==> config.mk <==
export PLATFORM = sky130hd
export DESIGN_NAME = cprs_core_regs
export DESIGN_NICKNAME = d
export VERILOG_FILES = /design/src/rtl/cprs_pkg.sv /design/src/rtl/cprs_core_regs.sv /design/src/rtl/cprs_prefetch_q.sv /design/src/rtl/cprs_ea_unit.sv
export VERILOG_INCLUDE_DIRS = /design/src /design/src/rtl
export SDC_FILE = /design/constraint.sdc
export NUM_CORES = 1
export LEC_CHECK = 0
export BUFFER_PORTS_ARGS = -buffer_cell sky130_fd_sc_hd__buf_4
export CORE_MARGIN = 1
export CORE_UTILIZATION = 30
export CTS_CLUSTER_SIZE = 10
export DETAILED_ROUTE_END_ITERATION = 10
export HOLD_SLACK_MARGIN = 0.06
export SETUP_SLACK_MARGIN = 0.5
export SYNTH_ARGS = -nofsm -noshare
export SYNTH_HDL_FRONTEND = slang
export SYNTH_SLANG_ARGS = --single-unit
==> constraint.sdc <==
create_clock -name mclk_in -period 3.8 [get_ports mclk_in]
set_input_delay 1.14 -clock mclk_in [delete_from_list [all_inputs] [get_ports mclk_in]]
set_output_delay 1.14 -clock mclk_in [all_outputs]
set_load 0.03 [all_outputs]
==> src/rtl/cprs_params.svh <==
// Register-set constants: reset values, field positions and widths
`ifndef CPRS_PARAMS_SVH
`define CPRS_PARAMS_SVH
`define CPRS_PC_RESET      16'h0000
`define CPRS_SP_RESET      16'h0000
`define CPRS_CCR_RESET     8'hd0
`define CPRS_CCR_C         0
`define CPRS_CCR_V         1
`define CPRS_CCR_Z         2
`define CPRS_CCR_N         3
`define CPRS_CCR_I         4
`define CPRS_CCR_H         5
`define CPRS_CCR_X         6
`define CPRS_CCR_S         7
`define CPRS_QUEUE_DEPTH   4
`define CPRS_QUEUE_MIN     3
`define CPRS_EXT_WIDTH     20
`endif

==> src/rtl/cprs_pkg.sv <==
// Types shared by the register-set files
package cprs_pkg;
  typedef enum logic [2:0] {
    CPRS_DST_NONE = 3'h0,
    CPRS_DST_A    = 3'h1,
    CPRS_DST_B    = 3'h2,
    CPRS_DST_D    = 3'h3,
    CPRS_DST_X    = 3'h4,
    CPRS_DST_Y    = 3'h5,
    CPRS_DST_SP   = 3'h6,
    CPRS_DST_E    = 3'h7
  } cprs_dst_t;
  typedef enum logic [2:0] {
    CPRS_IX_K5   = 3'h0,
    CPRS_IX_K9   = 3'h1,
    CPRS_IX_K16  = 3'h2,
    CPRS_IX_ACCA = 3'h3,
    CPRS_IX_ACCB = 3'h4,
    CPRS_IX_ACCD = 3'h5,
    CPRS_IX_AUTO = 3'h6
  } cprs_ixmode_t;
  typedef enum logic [1:0] {
    CPRS_BASE_X  = 2'h0,
    CPRS_BASE_Y  = 2'h1,
    CPRS_BASE_SP = 2'h2,
    CPRS_BASE_PC = 2'h3
  } cprs_base_t;
  typedef enum logic [2:0] {
    CPRS_ST_IDLE = 3'b001,
    CPRS_ST_HI   = 3'b010,
    CPRS_ST_LO   = 3'b100
  } cprs_state_t;
endpackage : cprs_pkg

==> src/rtl/cprs_core_regs.sv <==
// Programmer-visible register set of the processing core
// How it works
// RL1: Two 8-bit accumulators hold operands and results.
// RL2: Both accumulators together form a 16-bit double accumulator.
// RL3: Indexed address is index register plus 5/9/16-bit constant or accumulator.
// RL4: Stack pointer holds address of the last used stack location.
// RL5: Stack saves context on calls and interrupts, also free storage.
// RL6: Program counter is 16 bits, holds next instruction address.
// RL7: Program counter works as base except in auto increment/decrement forms.
// RL8: Flags register holds five status flags, two masks, stop disable bit.
// RL9: Half carry serves BCD only; N Z V C decide branches.
// RL10: Words are big-endian, high byte at the lower address.
// RL11: Words and instructions may sit at any byte address.
// RL12: Single bytes read and write at every address.
// RL13: Queue guarantees three code bytes at each instruction start.
// RL14: Datapath 16 bits, extended math registers up to 20 bits.
// RL15: Accumulator writes and double accumulator writes stay consistent.
`timescale 1ns/1ps
`include "cprs_params.svh"
module cprs_core_regs
  import cprs_pkg::*;
(
  // Clock and reset
  input  wire logic         mclk_in,
  input  wire logic         nrst_in,
  // Register write port
  input  wire cprs_dst_t    wr_dst_in,
  input  wire logic [19:0]  wr_data_in,
  // Flag update from the ALU
  input  wire logic         flags_we_in,
  input  wire logic [4:0]   flags_hnzvc_in,
  input  wire logic         ccr_we_in,
  input  wire logic [7:0]   ccr_data_in,
  // Program counter control
  input  wire logic         pc_load_in,
  input  wire logic [15:0]  pc_target_in,
  input  wire logic [1:0]   pc_advance_in,
  // Indexed addressing request
  input  wire cprs_base_t   ix_base_in,
  input  wire cprs_ixmode_t ix_mode_in,
  input  wire logic [15:0]  ix_const_in,
  input  wire logic         ix_update_in,
  // Stack, memory word and memory byte requests
  input  wire logic         push_word_in,
  input  wire logic         pull_word_in,
  input  wire logic [15:0]  word_in,
  input  wire logic         mem_word_start_in,
  input  wire logic         mem_byte_in,
  input  wire logic         mem_we_in,
  input  wire logic [15:0]  mem_addr_in,
  input  wire logic [7:0]   mem_rdata_in,
  // Branch condition query
  input  wire logic [3:0]   br_cond_in,
  // Program byte fill and consumption
  input  wire logic         code_valid_in,
  input  wire logic [7:0]   code_byte_in,
  input  wire logic [1:0]   code_used_in,
  // Register views
  output logic [7:0]        acc_a_out,
  output logic [7:0]        acc_b_out,
  output logic [15:0]       acc_d_out,
  output logic [15:0]       index_x_out,
  output logic [15:0]       index_y_out,
  output logic [15:0]       stack_top_pointer_out,
  output logic [15:0]       pc_out,
  output logic [7:0]        condition_flags_register_out,
  output logic [19:0]       ext_out,
  // Addressing and memory
  output logic [15:0]       ea_out,
  output logic              ix_illegal_out,
  output logic              mem_req_out,
  output logic              mem_wr_out,
  output logic [15:0]       mem_addr_out,
  output logic [7:0]        mem_wdata_out,
  output logic [15:0]       mem_word_out,
  output logic              mem_word_done_out,
  // Branch and queue status
  output logic              br_take_out,
  output logic              instr_ready_out,
  output logic [23:0]       instr_bytes_out
);
  //////////////////////////////////////////////////////////////////////////////
  logic [7:0]  acc_a;
  logic [7:0]  acc_b;
  logic [15:0] index_x;
  logic [15:0] index_y;
  logic [15:0] stack_top_pointer;
  logic [15:0] pc;
  logic [7:0]  condition_flags_register;
  logic [19:0] ext;
  logic [15:0] ix_base;
  logic [15:0] ea;
  logic        ix_illegal;
  logic [15:0] sp_push;
  logic [15:0] next_sp;
  logic [15:0] next_ptr;
  logic        ptr_upd;
  logic        br_take;
  logic [2:0]  q_level;
  logic [23:0] q_head;
  logic        flush;
  cprs_state_t state;
  logic [15:0] word_addr;
  logic        word_wr;
  logic [7:0]  word_hi;
  logic [15:0] word_wdata;
  //////////////////////////////////////////////////////////////////////////////
  function automatic logic [15:0] pick_base(input cprs_base_t sel, input logic [15:0] x,
                                            input logic [15:0] y, input logic [15:0] s,
                                            input logic [15:0] p);
    unique case (sel)
      CPRS_BASE_X:  pick_base = x;
      CPRS_BASE_Y:  pick_base = y;
      CPRS_BASE_SP: pick_base = s;
      default:      pick_base = p;
    endcase
  endfunction : pick_base
  assign ix_base = pick_base(ix_base_in, index_x, index_y, stack_top_pointer, pc);
  cprs_ea_unit u_ea (
    .base_in     (ix_base),
    .base_sel_in (ix_base_in),
    .mode_in     (ix_mode_in),
    .const_in    (ix_const_in),
    .acc_a_in    (acc_a),
    .acc_b_in    (acc_b),
    .ea_out      (ea),
    .illegal_out (ix_illegal)
  );
  // Auto forms update the pointer; pre forms use the new value as address
  assign next_ptr = ea;
  assign ptr_upd  = ix_update_in && (ix_mode_in == CPRS_IX_AUTO) && !ix_illegal;  // RL7
  //////////////////////////////////////////////////////////////////////////////
  // Pre-decrement push keeps the pointer on the last used slot
  assign sp_push = stack_top_pointer - 16'h0002;  // RL4
  always_comb
  begin
    next_sp = stack_top_pointer;
    if (push_word_in)
      next_sp = sp_push;  // RL5
    else if (pull_word_in)
      next_sp = stack_top_pointer + 16'h0002;  // RL5
    else if (wr_dst_in == CPRS_DST_SP)
      next_sp = wr_data_in[15:0];
    else if (ptr_upd && ix_base_in == CPRS_BASE_SP)
      next_sp = next_ptr;
  end
  //////////////////////////////////////////////////////////////////////////////
  // Branch conditions from N Z V C only; half carry never used
  logic n_f, z_f, v_f, c_f;
  assign n_f = condition_flags_register[`CPRS_CCR_N];
  assign z_f = condition_flags_register[`CPRS_CCR_Z];
  assign v_f = condition_flags_register[`CPRS_CCR_V];
  assign c_f = condition_flags_register[`CPRS_CCR_C];
  logic br_raw;
  always_comb
  begin
    unique case (br_cond_in[3:1])
      3'h0:    br_raw = 1'b1;
      3'h1:    br_raw = !(c_f | z_f);
      3'h2:    br_raw = !c_f;
      3'h3:    br_raw = !z_f;
      3'h4:    br_raw = !v_f;
      3'h5:    br_raw = !n_f;
      3'h6:    br_raw = !(n_f ^ v_f);
      default: br_raw = !(z_f | (n_f ^ v_f));
    endcase
  end
  assign br_take = br_raw ^ br_cond_in[0];  // RL9
  //////////////////////////////////////////////////////////////////////////////
  always_ff @(posedge mclk_in or negedge nrst_in)
  begin
    if (!nrst_in)
    begin
      acc_a   <= 8'h00;
      acc_b   <= 8'h00;
      index_x <= 16'h0000;
      index_y <= 16'h0000;
      ext     <= 20'h00000;
    end
    else
    begin
      if (wr_dst_in == CPRS_DST_A || wr_dst_in == CPRS_DST_D)
        acc_a <= (wr_dst_in == CPRS_DST_D) ? wr_data_in[15:8] : wr_data_in[7:0];  // RL15
      if (wr_dst_in == CPRS_DST_B || wr_dst_in == CPRS_DST_D)
        acc_b <= wr_data_in[7:0];  // RL1
      if (wr_dst_in == CPRS_DST_X)
        index_x <= wr_data_in[15:0];
      else if (ptr_upd && ix_base_in == CPRS_BASE_X)
        index_x <= next_ptr;
      if (wr_dst_in == CPRS_DST_Y)
        index_y <= wr_data_in[15:0];
      else if (ptr_upd && ix_base_in == CPRS_BASE_Y)
        index_y <= next_ptr;
      if (wr_dst_in == CPRS_DST_E)
        ext <= wr_data_in;  // RL14
    end
  end
  always_ff @(posedge mclk_in or negedge nrst_in)
  begin
    if (!nrst_in)
    begin
      stack_top_pointer        <= `CPRS_SP_RESET;
      pc                       <= `CPRS_PC_RESET;
      condition_flags_register <= `CPRS_CCR_RESET;
    end
    else
    begin
      stack_top_pointer <= next_sp;
      if (pc_load_in)
        pc <= pc_target_in;  // RL6
      else
        pc <= pc + 16'(pc_advance_in);  // RL6
      if (ccr_we_in)
        condition_flags_register <= ccr_data_in;  // RL8
      else if (flags_we_in)
        condition_flags_register <= {condition_flags_register[7:6], flags_hnzvc_in[4],
                                     condition_flags_register[4], flags_hnzvc_in[3:0]};  // RL8
    end
  end
  //////////////////////////////////////////////////////////////////////////////
  // Word access as two byte cycles, high byte first at the lower address
  assign word_wdata = push_word_in ? word_in : word_in;
  always_ff @(posedge mclk_in or negedge nrst_in)
  begin
    if (!nrst_in)
    begin
      state             <= CPRS_ST_IDLE;
      word_addr         <= 16'h0000;
      word_wr           <= 1'b0;
      word_hi           <= 8'h00;
      mem_req_out       <= 1'b0;
      mem_wr_out        <= 1'b0;
      mem_addr_out      <= 16'h0000;
      mem_wdata_out     <= 8'h00;
      mem_word_out      <= 16'h0000;
      mem_word_done_out <= 1'b0;
    end
    else
    begin
      mem_word_done_out <= 1'b0;
      mem_req_out       <= 1'b0;
      unique case (state)
        CPRS_ST_IDLE:
        begin
          if (push_word_in)
          begin
            word_addr     <= sp_push;
            word_wr       <= 1'b1;
            word_hi       <= word_wdata[7:0];
            mem_req_out   <= 1'b1;
            mem_wr_out    <= 1'b1;
            mem_addr_out  <= sp_push;
            mem_wdata_out <= word_wdata[15:8];  // RL10
            state         <= CPRS_ST_HI;
          end
          else if (mem_word_start_in)
          begin
            // Any address, odd included, no fault
            word_addr     <= mem_addr_in;  // RL11
            word_wr       <= mem_we_in;
            word_hi       <= word_in[7:0];
            mem_req_out   <= 1'b1;
            mem_wr_out    <= mem_we_in;
            mem_addr_out  <= mem_addr_in;
            mem_wdata_out <= word_in[15:8];  // RL10
            state         <= CPRS_ST_HI;
          end
          else if (mem_byte_in)
          begin
            mem_req_out   <= 1'b1;
            mem_wr_out    <= mem_we_in;
            mem_addr_out  <= mem_addr_in;  // RL12
            mem_wdata_out <= word_in[7:0];  // RL12
          end
        end
        CPRS_ST_HI:
        begin
          if (!word_wr)
            mem_word_out[15:8] <= mem_rdata_in;  // RL10
          mem_req_out   <= 1'b1;
          mem_wr_out    <= word_wr;
          mem_addr_out  <= word_addr + 16'h0001;  // RL11
          mem_wdata_out <= word_hi;
          state         <= CPRS_ST_LO;
        end
        CPRS_ST_LO:
        begin
          if (!word_wr)
            mem_word_out[7:0] <= mem_rdata_in;
          mem_word_done_out <= 1'b1;
          state             <= CPRS_ST_IDLE;
        end
        default:
          state <= CPRS_ST_IDLE;
      endcase
    end
  end
  //////////////////////////////////////////////////////////////////////////////
  assign flush = pc_load_in;
  cprs_prefetch_q u_q (
    .mclk_in        (mclk_in),
    .nrst_in        (nrst_in),
    .flush_in       (flush),
    .push_in        (code_valid_in),
    .push_byte_in   (code_byte_in),
    .pop_count_in   (code_used_in),
    .head_bytes_out (q_head),
    .level_out      (q_level)
  );
  always_ff @(posedge mclk_in or negedge nrst_in)
  begin
    if (!nrst_in)
    begin
      acc_a_out                    <= 8'h00;
      acc_b_out                    <= 8'h00;
      acc_d_out                    <= 16'h0000;
      index_x_out                  <= 16'h0000;
      index_y_out                  <= 16'h0000;
      stack_top_pointer_out        <= `CPRS_SP_RESET;
      pc_out                       <= `CPRS_PC_RESET;
      condition_flags_register_out <= `CPRS_CCR_RESET;
      ext_out                      <= 20'h00000;
      ea_out                       <= 16'h0000;
      ix_illegal_out               <= 1'b0;
      br_take_out                  <= 1'b0;
      instr_ready_out              <= 1'b0;
      instr_bytes_out              <= 24'h000000;
    end
    else
    begin
      acc_a_out                    <= acc_a;
      acc_b_out                    <= acc_b;
      acc_d_out                    <= {acc_a, acc_b};  // RL2
      index_x_out                  <= index_x;
      index_y_out                  <= index_y;
      stack_top_pointer_out        <= stack_top_pointer;
      pc_out                       <= pc;
      condition_flags_register_out <= condition_flags_register;
      ext_out                      <= ext;
      ea_out                       <= ea;
      ix_illegal_out               <= ix_illegal;
      br_take_out                  <= br_take;
      instr_ready_out              <= (q_level >= 3'(`CPRS_QUEUE_MIN));  // RL13
      instr_bytes_out              <= q_head;
    end
  end
endmodule : cprs_core_regs

==> src/rtl/cprs_prefetch_q.sv <==
// Instruction byte queue holding the next program bytes
`timescale 1ns/1ps
`include "cprs_params.svh"
module cprs_prefetch_q
  import cprs_pkg::*;
(
  // Clock and reset
  input  wire logic       mclk_in,
  input  wire logic       nrst_in,
  // Fill side
  input  wire logic       flush_in,
  input  wire logic       push_in,
  input  wire logic [7:0] push_byte_in,
  // Drain side
  input  wire logic [1:0] pop_count_in,
  output logic [23:0]     head_bytes_out,
  output logic [2:0]      level_out
);
  logic [7:0] q [`CPRS_QUEUE_DEPTH];
  logic [2:0] level;
  logic [2:0] after_pop;
  logic [2:0] next_level;
  logic       do_push;
  assign after_pop  = (level > 3'(pop_count_in)) ? level - 3'(pop_count_in) : 3'h0;
  assign do_push    = push_in && (after_pop < 3'(`CPRS_QUEUE_DEPTH));
  assign next_level = after_pop + 3'(do_push);
  always_ff @(posedge mclk_in or negedge nrst_in)
  begin
    if (!nrst_in)
    begin
      level <= 3'h0;
      for (int i = 0; i < `CPRS_QUEUE_DEPTH; i++)
        q[i] <= 8'h00;
    end
    else if (flush_in)
      level <= 3'h0;
    else
    begin
      for (int i = 0; i < `CPRS_QUEUE_DEPTH; i++)
      begin
        if (do_push && (3'(i) == after_pop))
          q[i] <= push_byte_in;
        else if (i + int'(pop_count_in) < `CPRS_QUEUE_DEPTH)
          q[i] <= q[i + int'(pop_count_in)];
      end
      level <= next_level;
    end
  end
  // Registered view of head for timing
  always_ff @(posedge mclk_in or negedge nrst_in)
  begin
    if (!nrst_in)
    begin
      head_bytes_out <= 24'h000000;
      level_out      <= 3'h0;
    end
    else
    begin
      head_bytes_out <= {q[0], q[1], q[2]};
      level_out      <= level;
    end
  end
endmodule : cprs_prefetch_q

==> src/rtl/cprs_ea_unit.sv <==
// Indexed effective-address adder with base and mode checks
`timescale 1ns/1ps
`include "cprs_params.svh"
module cprs_ea_unit
  import cprs_pkg::*;
(
  // Operands
  input  wire logic [15:0]  base_in,
  input  wire cprs_base_t   base_sel_in,
  input  wire cprs_ixmode_t mode_in,
  input  wire logic [15:0]  const_in,
  input  wire logic [7:0]   acc_a_in,
  input  wire logic [7:0]   acc_b_in,
  // Result
  output logic [15:0]       ea_out,
  output logic              illegal_out
);
  logic [15:0] offset;
  always_comb
  begin
    unique case (mode_in)
      CPRS_IX_K5:   offset = {{11{const_in[4]}}, const_in[4:0]};
      CPRS_IX_K9:   offset = {{7{const_in[8]}}, const_in[8:0]};
      CPRS_IX_K16:  offset = const_in;
      CPRS_IX_ACCA: offset = {8'h00, acc_a_in};
      CPRS_IX_ACCB: offset = {8'h00, acc_b_in};
      CPRS_IX_ACCD: offset = {acc_a_in, acc_b_in};
      CPRS_IX_AUTO: offset = {{13{const_in[3]}}, const_in[2:0]} + 16'h0001;
      default:      offset = 16'h0000;
    endcase
  end
  assign ea_out      = base_in + offset;  // RL3
  assign illegal_out = (mode_in == CPRS_IX_AUTO) && (base_sel_in == CPRS_BASE_PC);  // RL7
endmodule : cprs_ea_unit

# Word level (Yosys, flattened, before mapping)
# Cells that the tools add are included.
# W data, S select, Z words.
dict set report totals {
  register_bits 408
  input_bits 141
  output_inout_bits 210
  word_cells 209
}
dict set report classes {
  add_sub_neg 11
  order_cmp 11
  n_eq_ne 30
  mux 63
  bitwise_logic 10
  reduce_logical 43
}
# operator n
set op_table {}
lappend op_table {{$mux W16} 14}
lappend op_table {{$mux W8} 23}
lappend op_table {{$ge A32 B3 Y1 const B} 4}
lappend op_table {{$pmux W16 S7} 1}
lappend op_table {{$lt A32 B4 Y1 const B} 3}
lappend op_table {{$not A32 Y32} 3}
lappend op_table {{$bmux W8 S2} 4}
lappend op_table {{$pmux W16 S3} 1}
lappend op_table {{$eq A3 B3 Y1 const B} 11}
lappend op_table {{$not A2 Y32} 1}
lappend op_table {{$pmux W16 S2} 1}
lappend op_table {{$eq A3 B2 Y1 const B} 7}
lappend op_table {{$reduce_bool A2 Y1} 9}
lappend op_table {{$add A16 B1 Y16 const B} 1}
lappend op_table {{$add A16 B16 Y16} 1}
lappend op_table {{$add A16 B2 Y16} 1}
lappend op_table {{$add A16 B2 Y16 const B} 1}
lappend op_table {{$pmux W8 S2} 1}
lappend op_table {{$reduce_and A2 Y1} 8}
lappend op_table {{$sub A16 B2 Y16 const B} 1}
lappend op_table {{$eq A3 B1 Y1 const B} 4}
lappend op_table {{$mux W3} 4}
lappend op_table {{$logic_and A1 B1 Y1} 11}
lappend op_table {{$logic_not A3 Y1} 3}
lappend op_table {{other kinds (27)} 50}

# Logic depth before layout (Yosys ltp)
dict set report depth {
  depth_word 9
  depth_mapped 15
  depth_no_buf 14
}

# Cells and area by module
# From an unflattened synthesis, not the netlist that was laid out.
dict set report hier_totals {
  hier_cells 1549
  area_unflattened_um2 18012.3
}
# module instances cells_each area_per_inst_um2 seq_area_each_um2
set by_module_without_submodules {}
lappend by_module_without_submodules {cprs_core_regs 1 1128 13487.9 8266.7}
lappend by_module_without_submodules {cprs_prefetch_q 1 257 3330.7 1551.5}
lappend by_module_without_submodules {cprs_ea_unit 1 164 1193.6 0.0}

# Least setup slack after synthesis
# OpenSTA, ideal clock, no wires.
dict set report synth_path {
  path_type {input to register}
  start {input port ix_base_in[0]}
  end {register stack_top_pointer[14]}
  setup_ps 124
  arrival_ps 4403
  required_ps 3676
  slack_ps -727
  cell_stages 11
  path_buffers 2
  path_cell_list {buf_1 > buf_1 > mux4_2 > ha_1 > and2_1 > a221oi_1 > o21ai_0 > a21oi_1 > o31a_1 > o311ai_0 > a211o_1}
}
dict set report synth_between {
  elab_chain_cells 7
  elab_cells_between_ends 15
  classes_between {add/sub (1); eq/ne (3); mux (5); reduce/logical (6)}
}
# item line_no
set synth_lines {}
lappend synth_lines {{start: declaration} cprs_core_regs.sv:39} ;# input wire cprs_base_t ix_base_in,
lappend synth_lines {{$eq A2 B2 Y1 (tied with other cells)} cprs_core_regs.sv:111} ;# unique case (sel)
lappend synth_lines {{$pmux W16 S3 (*)} cprs_core_regs.sv:111}
lappend synth_lines {{$add A16 B16 Y16 (*)} cprs_ea_unit.sv:32} ;# assign ea_out = base_in + offset;
lappend synth_lines {{net ea[14]} cprs_core_regs.sv:92} ;# logic [15:0] ea;
lappend synth_lines {{$mux W16 (*)} cprs_core_regs.sv:144} ;# else if (ptr_upd && ix_base_in == CPRS_BASE_SP)
lappend synth_lines {{$mux W16 (*)} cprs_core_regs.sv:142} ;# else if (wr_dst_in == CPRS_DST_SP)
lappend synth_lines {{$mux W16 (*)} cprs_core_regs.sv:140} ;# else if (pull_word_in)
lappend synth_lines {{$mux W16 (*)} cprs_core_regs.sv:138} ;# if (push_word_in)
lappend synth_lines {{end signal: assignment} cprs_core_regs.sv:202} ;# stack_top_pointer <= `CPRS_SP_RESET;
lappend synth_lines {{end signal: assignment} cprs_core_regs.sv:208} ;# stack_top_pointer <= next_sp;
lappend synth_lines {{end: declaration} cprs_core_regs.sv:87} ;# logic [15:0] stack_top_pointer;
# Mark *: on every way through the listed nets, which the timed path passes. The rest lies on a longest branch. The select of a mux whose other input is x is not followed.
# A chain may end at the register's enable or synchronous reset.

# Worst setup path after layout
dict set report layout_path {
  start {input port ix_mode_in[2]}
  end {register stack_top_pointer[11]}
}
dict set report layout_between {
  elab_chain_cells 7
  elab_cells_between_ends 19
  classes_between {add/sub (1); eq/ne (6); mux (5); reduce/logical (7)}
}
# item line_no
set layout_lines {}
lappend layout_lines {{start: declaration} cprs_core_regs.sv:40} ;# input wire cprs_ixmode_t ix_mode_in,
lappend layout_lines {{$eq A3 B3 Y1 (tied with other cells)} cprs_ea_unit.sv:21} ;# unique case (mode_in)
lappend layout_lines {{$pmux W16 S7 (*)} cprs_ea_unit.sv:21}
lappend layout_lines {{$add A16 B16 Y16 (*)} cprs_ea_unit.sv:32}
lappend layout_lines {{net ea[11]} cprs_core_regs.sv:92}
lappend layout_lines {{$mux W16 (*)} cprs_core_regs.sv:144}
lappend layout_lines {{$mux W16 (*)} cprs_core_regs.sv:142}
lappend layout_lines {{$mux W16 (*)} cprs_core_regs.sv:140}
lappend layout_lines {{$mux W16 (*)} cprs_core_regs.sv:138}
# Marked as above.

==> impl_metrics.py <==
metrics = {
    "timing": {
        "fin_skew_ns": 0.0128,
        "setup_viol": 0,
        "relSlewSlack_pct": 36.4,
        "rsz0062_at_grt": "true",
        "worst_pin_slew_ns": 0.952,
        "hold_ws_ns": 0.347,
        "fmax_mhz": 297,
        "report.final.slew_viol_count": 0,
        "period_needed_ns": 3.36,
        "fin_ws_ns": 0.437,
        "finalSetupTns_ns": 0,
        "fin_crit_sh_pct": 88.5,
        "finalHoldViolCount": 0,
    },
    "logic_synthesis": {
        "syn_inst": 1618,
        "synth-main-ff-cell": "dfrtp_1",
        "synth_compound_area_share_pct": 13.7,
        "synthSimpleGateAreaFrac_pct": 11.8,
        "yosys-top-cells-area": "dfrtp_1 54%, nand2_1 4.4%, mux4_2 4.1%",
        "synth.top_cell.area_share_pct": 54.3,
        "synth-seq-area-share_pct": 55.4,
        "yosysUniqueCellTypes": 72,
        "synth_top_family_by_area": "compound AO/OA/AOI/OAI gates",
        "ys_ff_latch": 392,
        "async_reset_ff_share_pct": 100,
        "syn_area_per_cell_um2": 11.0,
        "synth_xor_area_share_pct": 3.11,
        "synth_mux_area_share_pct": 10.0,
        "yosysWarnings": 0,
        "synthAdderAreaFrac_pct": 2.24,
        "synth.net_count": 1789,
        "synth_top_cell_by_area": "dfrtp_1",
        "netlist_area_um2": 17700,
        "synth-edff-count": 0,
    },
    "setup_path": {
        "worst_ep_required_time_ns": 4.30,
        "r2r_cells": 10,
        "slowest_stage": "a221o_1",
        "critPathKind": "in2reg",
        "slowest_delay_ns": 0.40,
        "crit_path_end_kind": "flop",
        "crit_fanout": 5,
        "reg2reg_to": "stack_top_pointer[11]",
        "r2r_slack_ns": 0.78,
        "critical_path.startpoint_type": "input port",
        "critical_path.top_delay_family": "compound AO/OA/AOI/OAI gates",
        "worstSetupStartpoint": "ix_mode_in[2]",
        "path_cells": "buf_8 > and3b_1 > nand3_2 > o41a_1 > o211ai_1 > ha_1 > a211o_1 > a221o_1 > a21oi_4 > o21ai_1 > xor2_1 > buf_4 > nand2_1 > a21oi_1",
        "worstReg2RegStart": "stack_top_pointer[6]",
        "worstPathArrival_ns": 3.87,
        "crit_buf_inv": 2,
    },
    "grt": {
        "grt_pass1_vias": 14400,
        "gr-usage-all-layers_pct": 19.5,
        "grt_pass1_wl_mm": 89.1,
        "gr-total-overflow": 0,
        "grt_antenna_before_repair": 3,
        "grt_max_degree": 75,
    },
    "clock_tree": {
        "cts_buffers": 48,
        "htreeDepth": 2,
        "clkLatencyLatePin_ns": 0.59,
        "cts_buffer_depth": 3,
        "cts.sinks": 392,
        "clk_transition_reported_paths_ns": 0.05,
        "cts_tree": "built",
        "cts_hold_buffers": 0,
        "clockRootBuffer": "clkbuf_16",
    },
    "power": {
        "seqPwrFrac_pct": 36.7,
        "p_clk_share_pct": 24.3,
        "power.leakage_nw": 10.9,
        "p_sw_share_pct": 38.6,
        "p_sw_mw": 7.00,
        "power.density_nw_per_um2": 758,
        "pwr-share-comb_pct": 39.0,
        "vdd_ir_drop_max_mv": 0.395,
        "p_int_mw": 11.1,
        "power_mw": 18.1,
    },
    "placed_design": {
        "dp_hpwl_mm": 44.3,
        "pre_cts_ws_ns": -0.275,
        "routabilityCongestion": 0.920,
        "io_buffers": 350,
        "place_inst": 2738,
    },
    "drt": {
        "wl_mm": 59.7,
        "routed_via_density": 5.05,
        "drc": 0,
        "dr.pass1.iters": 5,
        "drtIter0Drc": 947,
        "wl_per_cell_um": 21.0,
        "antenna_left": 0,
        "num_vias": 14300,
    },
    "hold_path": {
        "hp-start": "u_q.head_bytes_out[17]",
        "hold_class": "reg2reg",
        "hold_depth": 0,
        "min_to": "instr_bytes_out[17]",
    },
    "floorplanning": {
        "io_pins": 351,
        "dieArea_um2": 60100,
        "die_w_um": 245,
        "rows": 88,
        "start_util_pct": 30.6,
        "die_y_um": 245,
        "fp.coreArea_um2": 58000,
    },
    "layout": {
        "fillers": 5488,
        "synthToLayoutAreaGrowth_pct": 35.0,
        "final-instance-count-excl-fill": 2838,
        "n_antenna_cell": 0,
        "final_cell_mix": "473 x buf_4, 385 x dfrtp_1, 206 x nand2_1, 112 x o21ai_0, 89 x nor2_1",
        "nets": 2212,
        "layout_commonest_cell": "buf_4",
        "drive_gt1_share_pct": 35.2,
    },
    "job": {
        "maxCapViolCount": 0,
    },
    "outcome": {
        "outcome": "finished clean",
    },
}
power by group through the flow:
| stage | Combinational, mW | Sequential (mW) | Clock, mW |
|---|---|---|---|
| after floorplan | 3.06 | 7.52 | 0 |
| after detailed placement | 6.85 | 6.71 | 0 |
| after CTS | 6.96 | 6.66 | 4.53 |
| after global routing | 7.61 | 6.83 | 4.70 |
| after global placement | 6.75 | 6.69 | 0 |
| final | 7.08 | 6.66 | 4.41 |
cell type report:
type                            instances  area (µm²)  area share (%)
Inverter                               37         143           0.596
Multi-Input combinational cell       1073        7700            32.2
Tap cell                              765         957            4.00
Sequential cell                       392        9820            41.0
Clock buffer                           75        1370            5.73
Timing Repair Buffer                  489        3810            15.9
Clock inverter                          7         145           0.606
timing repair:
item                       CTS  global route
pin swaps                   19            26
buffers inserted             8            10
gates resized for setup     23            38
setup endpoints to repair   27            34
cell families (layout without fill, tap and decap cells):
| group | after synthesis | after routing |
|---|---|---|
| buf+inv | 153 | 608 |
| fa+ha+maj | 30 | 30 |
| xor+xnor | 63 | 63 |
| compound gates | 391 | 391 |
| simple gates | 458 | 458 |
| flops | 392 | 392 |
| mux | 131 | 131 |
cells in the mapped netlist, drive strengths merged, types with 6 or more instances:
| cell | count |
|---|---|
| a211oi | 30 |
| a21o | 14 |
| a21oi | 102 |
| a221o | 7 |
| a22oi | 23 |
| a31oi | 23 |
| and2 | 9 |
| and3 | 12 |
| buf | 40 |
| clkbuf | 76 |
| dfrtp | 385 |
| dfstp | 7 |
| ha | 27 |
| inv | 36 |
| mux2 | 55 |
| mux2i | 44 |
| mux4 | 32 |
| nand2 | 210 |
| nand2b | 12 |
| nand3 | 40 |
| nand4 | 6 |
| nor2 | 91 |
| nor2b | 24 |
| nor3 | 15 |
| nor3b | 6 |
| o211ai | 9 |
| o21ai | 126 |
| o2bb2ai | 8 |
| or3 | 12 |
| xnor2 | 32 |
| xor2 | 31 |
routing by layer:
metal	wire [µm]	part of all wire [%]	vias to the layer above	track usage [%]
li1	-	-	6553	-
met1	25800	43	7256	26.1
met2	29200	49	445	32.2
met3	3430	5.8	78	3.93
met4	1270	2.1	0	4.91
met5	0	0	-	0
per-stage QoR:
step,area [µm²],util [%]
floorplan,18000,-
global placement,22000,37.9
detailed placement,22000,37.9
CTS,23700,40.8
global route,23900,41.3
finish,23900,41.3
registers in the layout (all words and copies together) (netlist names), 15 cells and up:
signal,cells
acc_d_out,15
index_y,16
ea_out,16
ext_out,20
index_y_out,16
u_q.q,32
index_x_out,16
mem_word_out,16
instr_bytes_out,24
stack_top_pointer_out,16
u_q.head_bytes_out,24
pc_out,16
mem_addr_out,16
stack_top_pointer,16
word_addr,16
index_x,16
pc,16
ext,20
worst max-delay path by stage:
stage	cells past startpoint	slack, ns	to
3_3_place_gp	15	-0.23	index_x[15]
4_1_cts	15	0.44	stack_top_pointer[13]
6_report	14	0.44	stack_top_pointer[11]
3_5_place_dp	14	-0.27	index_x[15]
5_1_grt	14	0.37	stack_top_pointer[13]
2_1_floorplan	14	0.08	stack_top_pointer[14]
(Power assumes the default switching activity.)
